--- src/verilog/svc_map.svh ---
/*
  Constants of the service-mode exit, save and restore handler: characters,
  reset values and the hold time before a non-immediate exit.
  Assumes the clock runs at 125 MHz.
*/
`ifndef SVC_MAP_SVH
`define SVC_MAP_SVH

// ==========================================================================
// Characters of the command dialogue
// ==========================================================================
`define CH_CR        8'h0D
`define CH_SPACE     8'h20
`define CH_COMMA     8'h2C
`define CH_SAVE      8'h73
`define CH_EXIT      8'h78
`define CH_RESTORE   8'h7A
`define CH_YES       8'h59
`define CH_NO        8'h4E
`define CH_T_NORMAL  8'h6E
`define CH_T_INIT    8'h69
`define CH_T_NOW_NRM 8'h4E
`define CH_T_NOW_INI 8'h49

// ==========================================================================
// Timing
// ==========================================================================
`define CLOCK_KHZ    125000
`define HOLD_TIME_MS 3000
`define HOLD_CYCLES  (`HOLD_TIME_MS * `CLOCK_KHZ)

// ==========================================================================
// Reset values
// ==========================================================================
`define COUNT_RESET  2'h0
`define CHAR_RESET   8'h00

`endif

--- src/verilog/svc_pkg.sv ---
/*
  Types of the service-mode exit, save and restore handler.
  Assumes nothing of its surroundings.
*/
package svc_pkg;

  typedef enum logic [7:0] {
    ST_IDLE      = 8'h01,
    ST_LINE      = 8'h02,
    ST_CONF_SAVE = 8'h04,
    ST_CONF_EXIT = 8'h08,
    ST_CONF_REST = 8'h10,
    ST_CONF_TX   = 8'h20,
    ST_HOLD      = 8'h40,
    ST_LEFT      = 8'h80
  } state_t;

  typedef enum logic [3:0] {
    MSG_NONE         = 4'h0,
    MSG_PROMPT       = 4'h1,
    MSG_SAVE_CONFIRM = 4'h2,
    MSG_SAVE_DONE    = 4'h3,
    MSG_SAVE_ABORTED = 4'h4,
    MSG_ERR_UNKNOWN  = 4'h5,
    MSG_ERR_COUNT    = 4'h6,
    MSG_ERR_PARAM    = 4'h7,
    MSG_EXIT_CONFIRM = 4'h8,
    MSG_TO_NORMAL    = 4'h9,
    MSG_TO_INIT      = 4'hA,
    MSG_REST_CONFIRM = 4'hB,
    MSG_TX_CONFIRM   = 4'hC,
    MSG_TX_NEW       = 4'hD,
    MSG_APPLYING     = 4'hE,
    MSG_APPLIED      = 4'hF
  } msg_t;

endpackage : svc_pkg

--- src/verilog/hold_if.sv ---
/*
  Handshake between the command handler and its exit hold timer.
  Assumes both ends share one clock.
*/
`timescale 1ns/1ps
interface hold_if;
  logic start;
  logic done;
  modport ctl (output start, input  done);
  modport tmr (input  start, output done);
endinterface : hold_if

--- src/verilog/hold_timer.sv ---
/*
  Hold timer: after a start pulse counts a fixed number of cycles and then
  gives a one-cycle done pulse.
  Assumes start is not repeated while a count is running.
*/
`timescale 1ns/1ps
`include "svc_map.svh"
module hold_timer #(
  parameter logic [31:0] HOLD_CYCLES = `HOLD_CYCLES
) (
  // Clock and reset
  input wire logic clock,
  input wire logic rst,
  // Handshake
  hold_if.tmr      hold
);
  logic [31:0] count;
  logic        busy;
  logic        done;
  logic [31:0] next_count;
  logic        next_busy;
  logic        next_done;

  always_comb begin
    next_count = count;
    next_busy  = busy;
    next_done  = 1'b0;
    if (hold.start) begin
      next_busy  = 1'b1;
      next_count = 32'h0000_0001;
    end else if (busy) begin
      if (count >= HOLD_CYCLES) begin
        next_busy = 1'b0;
        next_done = 1'b1;
      end else begin
        next_count = count + 32'h0000_0001;
      end
    end
  end

  always_ff @(posedge clock) begin
    if (rst) begin
      count <= 32'h0000_0000;
      busy  <= 1'b0;
      done  <= 1'b0;
    end else begin
      count <= next_count;
      busy  <= next_busy;
      done  <= next_done;
    end
  end

  assign hold.done = done;
endmodule : hold_timer

--- src/verilog/service_mode_exit_restore.sv ---
/*
  Service-mode command handler for the save confirmation, exit and
  restore-to-factory commands. Takes received characters and emits message
  codes; a separate formatter turns codes into text.
  Assumes characters and message ready come from logic on the same clock, and
  that the configuration store reports whether live settings differ.
*/
`timescale 1ns/1ps
`include "svc_map.svh"
module service_mode_exit_restore #(
  parameter logic [31:0] HOLD_CYCLES = `HOLD_CYCLES
) (
  // Clock and reset
  input  wire logic         clock,
  input  wire logic         rst,
  // Received characters
  input  wire logic [7:0]   rx_data,
  input  wire logic         rx_valid,
  output logic              rx_ready,
  // Message codes to the text formatter
  output svc_pkg::msg_t     msg_code,
  output logic              msg_valid,
  input  wire logic         msg_ready,
  // Configuration store
  input  wire logic         params_differ,
  input  wire logic         tx_settings_differ,
  output logic              save_req,
  output logic              load_flash,
  output logic              apply_defaults,
  // Mode control
  input  wire logic         enter_service,
  output logic              enter_normal,
  output logic              enter_init
);
  // ========================================================================
  // State
  // ========================================================================
  svc_pkg::state_t state;
  svc_pkg::state_t next_state;
  svc_pkg::msg_t   q [4];
  svc_pkg::msg_t   next_q [4];
  logic [7:0]      cmd;
  logic [7:0]      next_cmd;
  logic [7:0]      first_ch;
  logic [7:0]      next_first_ch;
  logic [7:0]      second_ch;
  logic [7:0]      next_second_ch;
  logic [1:0]      n_after;
  logic [1:0]      next_n_after;
  logic            comma;
  logic            next_comma;
  logic            to_init;
  logic            next_to_init;
  logic            timing;
  logic            next_timing;
  logic            next_save_req;
  logic            next_load_flash;
  logic            next_apply_defaults;
  logic            next_enter_normal;
  logic            next_enter_init;
  logic            q_empty;
  logic            take;

  hold_if hold ();

  hold_timer #(
    .HOLD_CYCLES (HOLD_CYCLES)
  ) u_hold (
    .clock (clock),
    .rst   (rst),
    .hold  (hold.tmr)
  );

  assign q_empty   = (q[0] == svc_pkg::MSG_NONE);
  assign msg_code  = q[0];
  assign msg_valid = !q_empty;
  // Input is held off while a response is still going out, so a reply can
  // never be judged against a prompt the host has not yet seen.
  assign rx_ready  = q_empty && (state != svc_pkg::ST_HOLD) && (state != svc_pkg::ST_LEFT);
  assign take      = rx_valid && rx_ready;

  // Loads up to four message codes in order; unused slots stay empty.
  function automatic void load(output svc_pkg::msg_t d [4], input svc_pkg::msg_t a,
                               input svc_pkg::msg_t b, input svc_pkg::msg_t c,
                               input svc_pkg::msg_t e);
    d[0] = a;
    d[1] = b;
    d[2] = c;
    d[3] = e;
  endfunction : load

  // ========================================================================
  // Next-state logic
  // ========================================================================
  always_comb begin
    next_state          = state;
    next_q              = q;
    next_cmd            = cmd;
    next_first_ch       = first_ch;
    next_second_ch      = second_ch;
    next_n_after        = n_after;
    next_comma          = comma;
    next_to_init        = to_init;
    next_timing         = timing;
    next_save_req       = 1'b0;
    next_load_flash     = 1'b0;
    next_apply_defaults = 1'b0;
    next_enter_normal   = 1'b0;
    next_enter_init     = 1'b0;
    hold.start          = 1'b0;

    if (msg_valid && msg_ready) begin
      next_q[0] = q[1];
      next_q[1] = q[2];
      next_q[2] = q[3];
      next_q[3] = svc_pkg::MSG_NONE;
    end

    unique case (state)
      svc_pkg::ST_IDLE: begin
        if (take) begin
          if (rx_data == `CH_CR) begin
            load(next_q, svc_pkg::MSG_PROMPT, svc_pkg::MSG_NONE,
                 svc_pkg::MSG_NONE, svc_pkg::MSG_NONE);
          end else begin
            next_cmd     = rx_data;
            next_n_after = `COUNT_RESET;
            next_comma   = 1'b0;
            next_state   = svc_pkg::ST_LINE;
          end
        end
      end
      svc_pkg::ST_LINE: begin
        if (take && rx_data != `CH_CR) begin
          if (n_after == 2'h0) next_first_ch = rx_data;
          if (n_after == 2'h1) next_second_ch = rx_data;
          if (n_after != 2'h3) next_n_after = n_after + 2'h1;
          if (rx_data == `CH_COMMA) next_comma = 1'b1;
        end else if (take) begin
          next_state = svc_pkg::ST_IDLE;
          if (cmd == `CH_SAVE || cmd == `CH_RESTORE) begin
            if (n_after != 2'h0) begin
              load(next_q, svc_pkg::MSG_ERR_COUNT, svc_pkg::MSG_PROMPT,
                   svc_pkg::MSG_NONE, svc_pkg::MSG_NONE);
            end else if (cmd == `CH_SAVE) begin
              load(next_q, svc_pkg::MSG_SAVE_CONFIRM, svc_pkg::MSG_NONE,
                   svc_pkg::MSG_NONE, svc_pkg::MSG_NONE);
              next_state = svc_pkg::ST_CONF_SAVE;
            end else begin
              load(next_q, svc_pkg::MSG_REST_CONFIRM, svc_pkg::MSG_NONE,
                   svc_pkg::MSG_NONE, svc_pkg::MSG_NONE);
              next_state = svc_pkg::ST_CONF_REST;
            end
          end else if (cmd == `CH_EXIT) begin
            if (n_after < 2'h2 || first_ch != `CH_SPACE || comma) begin
              load(next_q, svc_pkg::MSG_ERR_COUNT, svc_pkg::MSG_PROMPT,
                   svc_pkg::MSG_NONE, svc_pkg::MSG_NONE);
            end else if (n_after == 2'h2 &&
                         (second_ch == `CH_T_NORMAL || second_ch == `CH_T_INIT)) begin
              next_to_init = (second_ch == `CH_T_INIT);
              if (params_differ) begin
                load(next_q, svc_pkg::MSG_EXIT_CONFIRM, svc_pkg::MSG_NONE,
                     svc_pkg::MSG_NONE, svc_pkg::MSG_NONE);
                next_state = svc_pkg::ST_CONF_EXIT;
              end else begin
                load(next_q, (second_ch == `CH_T_INIT) ? svc_pkg::MSG_TO_INIT
                     : svc_pkg::MSG_TO_NORMAL, svc_pkg::MSG_NONE,
                     svc_pkg::MSG_NONE, svc_pkg::MSG_NONE);
                next_timing = 1'b0;
                next_state  = svc_pkg::ST_HOLD;
              end
            end else if (n_after == 2'h2 &&
                         (second_ch == `CH_T_NOW_NRM || second_ch == `CH_T_NOW_INI)) begin
              load(next_q, (second_ch == `CH_T_NOW_INI) ? svc_pkg::MSG_TO_INIT
                   : svc_pkg::MSG_TO_NORMAL, svc_pkg::MSG_NONE,
                   svc_pkg::MSG_NONE, svc_pkg::MSG_NONE);
              next_enter_normal = (second_ch == `CH_T_NOW_NRM);
              next_enter_init   = (second_ch == `CH_T_NOW_INI);
              next_load_flash   = (second_ch == `CH_T_NOW_INI);
              next_state        = svc_pkg::ST_LEFT;
            end else begin
              load(next_q, svc_pkg::MSG_ERR_PARAM, svc_pkg::MSG_PROMPT,
                   svc_pkg::MSG_NONE, svc_pkg::MSG_NONE);
            end
          end else begin
            load(next_q, svc_pkg::MSG_ERR_UNKNOWN, svc_pkg::MSG_PROMPT,
                 svc_pkg::MSG_NONE, svc_pkg::MSG_NONE);
          end
        end
      end
      svc_pkg::ST_CONF_SAVE: begin
        if (take) begin
          next_state = svc_pkg::ST_IDLE;
          if (rx_data == `CH_YES) begin
            next_save_req = 1'b1;
            load(next_q, svc_pkg::MSG_SAVE_DONE, svc_pkg::MSG_PROMPT,
                 svc_pkg::MSG_NONE, svc_pkg::MSG_NONE);
          end else if (rx_data == `CH_NO) begin
            load(next_q, svc_pkg::MSG_SAVE_ABORTED, svc_pkg::MSG_PROMPT,
                 svc_pkg::MSG_NONE, svc_pkg::MSG_NONE);
          end else begin
            load(next_q, svc_pkg::MSG_SAVE_ABORTED, svc_pkg::MSG_ERR_PARAM,
                 svc_pkg::MSG_PROMPT, svc_pkg::MSG_NONE);
          end
        end
      end
      svc_pkg::ST_CONF_EXIT: begin
        if (take) begin
          if (rx_data == `CH_YES) begin
            load(next_q, to_init ? svc_pkg::MSG_TO_INIT : svc_pkg::MSG_TO_NORMAL,
                 svc_pkg::MSG_NONE, svc_pkg::MSG_NONE, svc_pkg::MSG_NONE);
            next_timing = 1'b0;
            next_state  = svc_pkg::ST_HOLD;
          end else if (rx_data == `CH_NO) begin
            load(next_q, svc_pkg::MSG_PROMPT, svc_pkg::MSG_NONE,
                 svc_pkg::MSG_NONE, svc_pkg::MSG_NONE);
            next_state = svc_pkg::ST_IDLE;
          end else begin
            load(next_q, svc_pkg::MSG_ERR_PARAM, svc_pkg::MSG_PROMPT,
                 svc_pkg::MSG_NONE, svc_pkg::MSG_NONE);
            next_state = svc_pkg::ST_IDLE;
          end
        end
      end
      svc_pkg::ST_CONF_REST, svc_pkg::ST_CONF_TX: begin
        if (take) begin
          next_state = svc_pkg::ST_IDLE;
          if (rx_data != `CH_YES) begin
            load(next_q, (rx_data == `CH_NO) ? svc_pkg::MSG_PROMPT : svc_pkg::MSG_ERR_PARAM,
                 (rx_data == `CH_NO) ? svc_pkg::MSG_NONE : svc_pkg::MSG_PROMPT,
                 svc_pkg::MSG_NONE, svc_pkg::MSG_NONE);
          end else if (state == svc_pkg::ST_CONF_REST && tx_settings_differ) begin
            load(next_q, svc_pkg::MSG_TX_CONFIRM, svc_pkg::MSG_NONE,
                 svc_pkg::MSG_NONE, svc_pkg::MSG_NONE);
            next_state = svc_pkg::ST_CONF_TX;
          end else begin
            // Defaults go to the live set only; flash is written by save alone.
            next_apply_defaults = 1'b1;
            load(next_q, (state == svc_pkg::ST_CONF_TX) ? svc_pkg::MSG_TX_NEW
                 : svc_pkg::MSG_APPLYING,
                 (state == svc_pkg::ST_CONF_TX) ? svc_pkg::MSG_APPLYING
                 : svc_pkg::MSG_APPLIED,
                 (state == svc_pkg::ST_CONF_TX) ? svc_pkg::MSG_APPLIED
                 : svc_pkg::MSG_PROMPT,
                 (state == svc_pkg::ST_CONF_TX) ? svc_pkg::MSG_PROMPT
                 : svc_pkg::MSG_NONE);
          end
        end
      end
      svc_pkg::ST_HOLD: begin
        // The hold starts only once the last code has been handed over.
        if (!timing && q_empty) begin
          hold.start  = 1'b1;
          next_timing = 1'b1;
        end else if (hold.done) begin
          next_enter_normal = !to_init;
          next_enter_init   = to_init;
          next_load_flash   = to_init;
          next_state        = svc_pkg::ST_LEFT;
        end
      end
      svc_pkg::ST_LEFT: begin
        if (enter_service) begin
          load(next_q, svc_pkg::MSG_PROMPT, svc_pkg::MSG_NONE,
               svc_pkg::MSG_NONE, svc_pkg::MSG_NONE);
          next_state = svc_pkg::ST_IDLE;
        end
      end
      default: begin
        next_state = svc_pkg::ST_IDLE;
      end
    endcase
  end

  // ========================================================================
  // Registers
  // ========================================================================
  always_ff @(posedge clock) begin
    if (rst) begin
      state          <= svc_pkg::ST_IDLE;
      q              <= '{default: svc_pkg::MSG_NONE};
      cmd            <= `CHAR_RESET;
      first_ch       <= `CHAR_RESET;
      second_ch      <= `CHAR_RESET;
      n_after        <= `COUNT_RESET;
      comma          <= 1'b0;
      to_init        <= 1'b0;
      timing         <= 1'b0;
      save_req       <= 1'b0;
      load_flash     <= 1'b0;
      apply_defaults <= 1'b0;
      enter_normal   <= 1'b0;
      enter_init     <= 1'b0;
    end else begin
      state          <= next_state;
      q              <= next_q;
      cmd            <= next_cmd;
      first_ch       <= next_first_ch;
      second_ch      <= next_second_ch;
      n_after        <= next_n_after;
      comma          <= next_comma;
      to_init        <= next_to_init;
      timing         <= next_timing;
      save_req       <= next_save_req;
      load_flash     <= next_load_flash;
      apply_defaults <= next_apply_defaults;
      enter_normal   <= next_enter_normal;
      enter_init     <= next_enter_init;
    end
  end
endmodule : service_mode_exit_restore

--- config.mk ---
export PLATFORM = sky130hd
export DESIGN_NAME = service_mode_exit_restore
export DESIGN_NICKNAME = d
export VERILOG_FILES = /design/src/verilog/svc_pkg.sv /design/src/verilog/hold_if.sv /design/src/verilog/hold_timer.sv /design/src/verilog/service_mode_exit_restore.sv
export VERILOG_INCLUDE_DIRS = /design/src /design/src/verilog
export SDC_FILE = /design/constraint.sdc
export NUM_CORES = 1
export LEC_CHECK = 0
export BUFFER_PORTS_ARGS = -buffer_cell sky130_fd_sc_hd__buf_2
export CAP_MARGIN = 25
export CORE_ASPECT_RATIO = 0.8
export CORE_UTILIZATION = 47
export CTS_CLUSTER_SIZE = 16
export DETAILED_ROUTE_END_ITERATION = 10
export HOLD_SLACK_MARGIN = 0.02
export SLEW_MARGIN = 20
export SYNTH_ARGS = -nofsm -noshare
export SYNTH_HDL_FRONTEND = slang
export SYNTH_HIERARCHICAL = 1
export SYNTH_SLANG_ARGS = --single-unit
export TNS_END_PERCENT = 5
--- constraint.sdc ---
create_clock -name clock -period 2.5 [get_ports clock]
set_clock_uncertainty 0.05 [all_clocks]
set_input_delay 0.125 -clock clock [delete_from_list [all_inputs] [get_ports clock]]
set_output_delay 0.125 -clock clock [all_outputs]
set_load 0.05 [all_outputs]
==> flow_metrics.tcl <==
set metrics [dict create \
    min_path_type "in -> reg" \
    num-fill-cells 937 \
    mostFrequentLayoutCells "91 x dfxtp_1, 63 x nor2_1, 62 x nand2_1" \
    start_kind "register" \
    timing_worst_setup_path_type "reg -> reg" \
    crit_path_end_kind "register" \
    numCtsBuffers 9 \
    cts_root_buf "clkbuf_16" \
    initial_core_util_pct 49.3 \
    firstDrtPassIters 5 \
    avgSynthCellArea_um2 8.36 \
    syn_nets 600 \
    rows 32 \
    fin_area_um2 5510 \
    cts_tree "yes" \
    finalHoldViolCount 0 \
    required_ns 2.71 \
    dp.cells 738 \
    via_per_inst 5.72 \
    netlist_area_um2 4840 \
    period_needed_ns 2.38 \
    status "complete, no violations" \
    cts.sink_count 91 \
    drive_gt1_share_pct 15.3 \
    globalplace.congestion 0.922 \
    dp_hpwl_um 9180 \
    wire_per_inst_um 16.4 \
    path_delay_family "simple AND/OR/NAND/NOR gates" \
    setup_violations 0 \
    remaining_drc_errors 0 \
    async_reset_ff_share_pct 0 \
    final_common_cell "dfxtp_1" \
    die_y_um 92.8 \
    cpMaxStageDelayCell "or4b_1" \
    path_cells "nor4_4 > nand4b_1 > nor3_1 > o21ai_0 > nand2_1 > or4b_1 > o31ai_1" \
    holdWs_ns 0.0436 \
    antenna_cells 0 \
    grt_max_degree 41 \
    pwr_density_cell_nw_per_um2 754 \
    finalCritPeriodShare_pct 95.2 \
    layoutNonFillerInstCount 756 \
    area_delta_synth_final_pct 13.9 \
    insertion_delay_ns 0.34 \
    vdd_drop_max_mv 0.426 \
    p_leak_uw 0.00199 \
    clk_pin_slew_worst_paths_ns 0.07 \
    ant_nets 0 \
    tns_ns 0 \
    final_core_util_pct 56.2 \
    wl_um 12400 \
    die_area_um2 10700 \
    ff_latch_area_um2 1820 \
    fp.dieW_um 115 \
    ios 26 \
    grt_pass1_wl_um 20500 \
    netlist_instances 579 \
    max_stage_delay_ns 0.51 \
    dpl-instance-area_um2 5190 \
    cp_max_fo 7 \
    maxCapViolations 0 \
    worst-path-buf-inv 0 \
    htreeDepth 3 \
    grt_pass1_vias 4045 \
    core-area_um2 9810 \
    yosysWarnings 6 \
    slew_viol_final 0 \
    max_freq_mhz 420 \
    antenna_found_initial 0 \
    drtIter0Drc 268 \
    multiInputGateArea_um2 2840 \
    overflow 0 \
    via_count 4328 \
    rsz0062_at_grt "false" \
    io_buffers 25 \
    worstMarginPinSlew_ns 0.585 \
    slew_headroom_pct 61.0 \
    arrival_ns 2.59 \
    synth_cell_type_count 75 \
    synth_enable_flop_cells 0 \
    grtUsageTotal_pct 24.8 \
    ys_ff_latch 91 \
    ys.flop_type "dfxtp_1" \
    clk_path_buf_depth 2 \
    final_nets 636 \
    cts_hold_buf 0 \
    yosysSeqAreaShare_pct 37.6 \
]
-- per-stage QoR --
step	power [uW]	setup slack [ns]
after global routing	4360	0.00370
after global placement	2790	0.125
final	4150	0.119
after detailed placement	2790	0.0357
after floorplan	2440	0.155
after CTS	4180	0.0380
-- layout make-up --
cell class | count | area share [%]
multi-input combinational | 451 | 51.5
clock inverter | 3 | 0.863
clock buffer | 13 | 4.54
sequential | 91 | 33.1
inverter | 8 | 0.545
tap | 136 | 3.09
timing repair buffer | 54 | 6.45
-- report_power, final --
part	leakage [uW]	internal, uW	switching (uW)
combinational	0.00112	475	728
sequential	0.000735	1510	62.1
clock	0.000144	808	565
total	0.00199	2800	1360
-- layer usage --
layer  GRT usage, %  part of all wire, %
met2           38.1                   44
met4           6.39                  1.2
met3           5.56                  5.2
met5              0                    0
met1           34.8                   50
-- state kept, by name (all words and copies together) (netlist names), 2 cells and up --
register and count:
cmd 8, u_hold/count 32, second_ch 8, state 8
q 12, n_after 2, msg_code 4, first_ch 8
-- worst paths after layout --
kind                    start     endpoint  slack, ns  cells past startpoint
setup / recovery     state[5]         q[4]       0.12                      7
hold / removal     rx_data[7]  first_ch[7]       0.04                      3
setup reg to reg     state[5]         q[4]       0.12                      7
hold reg to reg   first_ch[2]  first_ch[2]       0.41                      2
-- Yosys cell counts, drive strengths merged, types with 2 or more instances --
cell	instances	area, um^2
nand4b	5	43.8
o211ai	3	22.5
clkbuf	15	56.3
nor3	15	96.4
a221oi	3	26.3
or3	5	31.3
o2111ai	2	35.0
xor2	26	228
nand3	42	215
a311oi	2	17.5
and4	6	52.6
o22ai	3	18.8
xnor2	2	17.5
nor2b	5	38.8
o31ai	4	30.0
a21oi	44	231
nor4b	5	43.8
a211oi	6	57.6
nor3b	2	15.0
ha	6	75.1
nor4	10	98.8
buf	14	104
nand2	64	250
o41ai	2	17.5
a2bb2oi	2	17.5
a31oi	5	31.3
nand4	20	140
mux2	2	22.5
mux2i	12	120
dfxtp	91	1820
nor2	64	243
and2	8	50.1
or2	5	31.3
inv	8	30.0
and4b	2	20.0
nand3b	3	22.5
nand2b	9	58.8
a32oi	3	26.3
and3	11	73.8
o311ai	2	17.5
o21ai	26	130
-- tightest hold or removal path, delay by kind of cell --
family	cells	cell delay, ns
buffers and inverters	1	0.13
AOI/OAI and AO/OA	1	0.05
and+or+nand+nor	1	0.07
-- cell families (layout without fill, tap and decap cells) --
group / count (synthesis) / in the layout / synth area share (%)
AND/OR/NAND/NOR: 286 / 286 / 32.6
AO/OA/AOI/OAI: 117 / 117 / 16.3
flip-flops: 91 / 91 / 37.6
buffers and inverters: 37 / 78 / 3.93
XOR/XNOR: 28 / 28 / 5.07
multiplexers: 14 / 14 / 2.95
adder cells (fa/ha/maj): 6 / 6 / 1.55
-- repair_timing --
action / in CTS / in global routing
setup endpoints to repair: 0 / 42
gates resized for setup: 0 / 2
buffers inserted: 0 / 2
(Power assumes the default switching activity.)
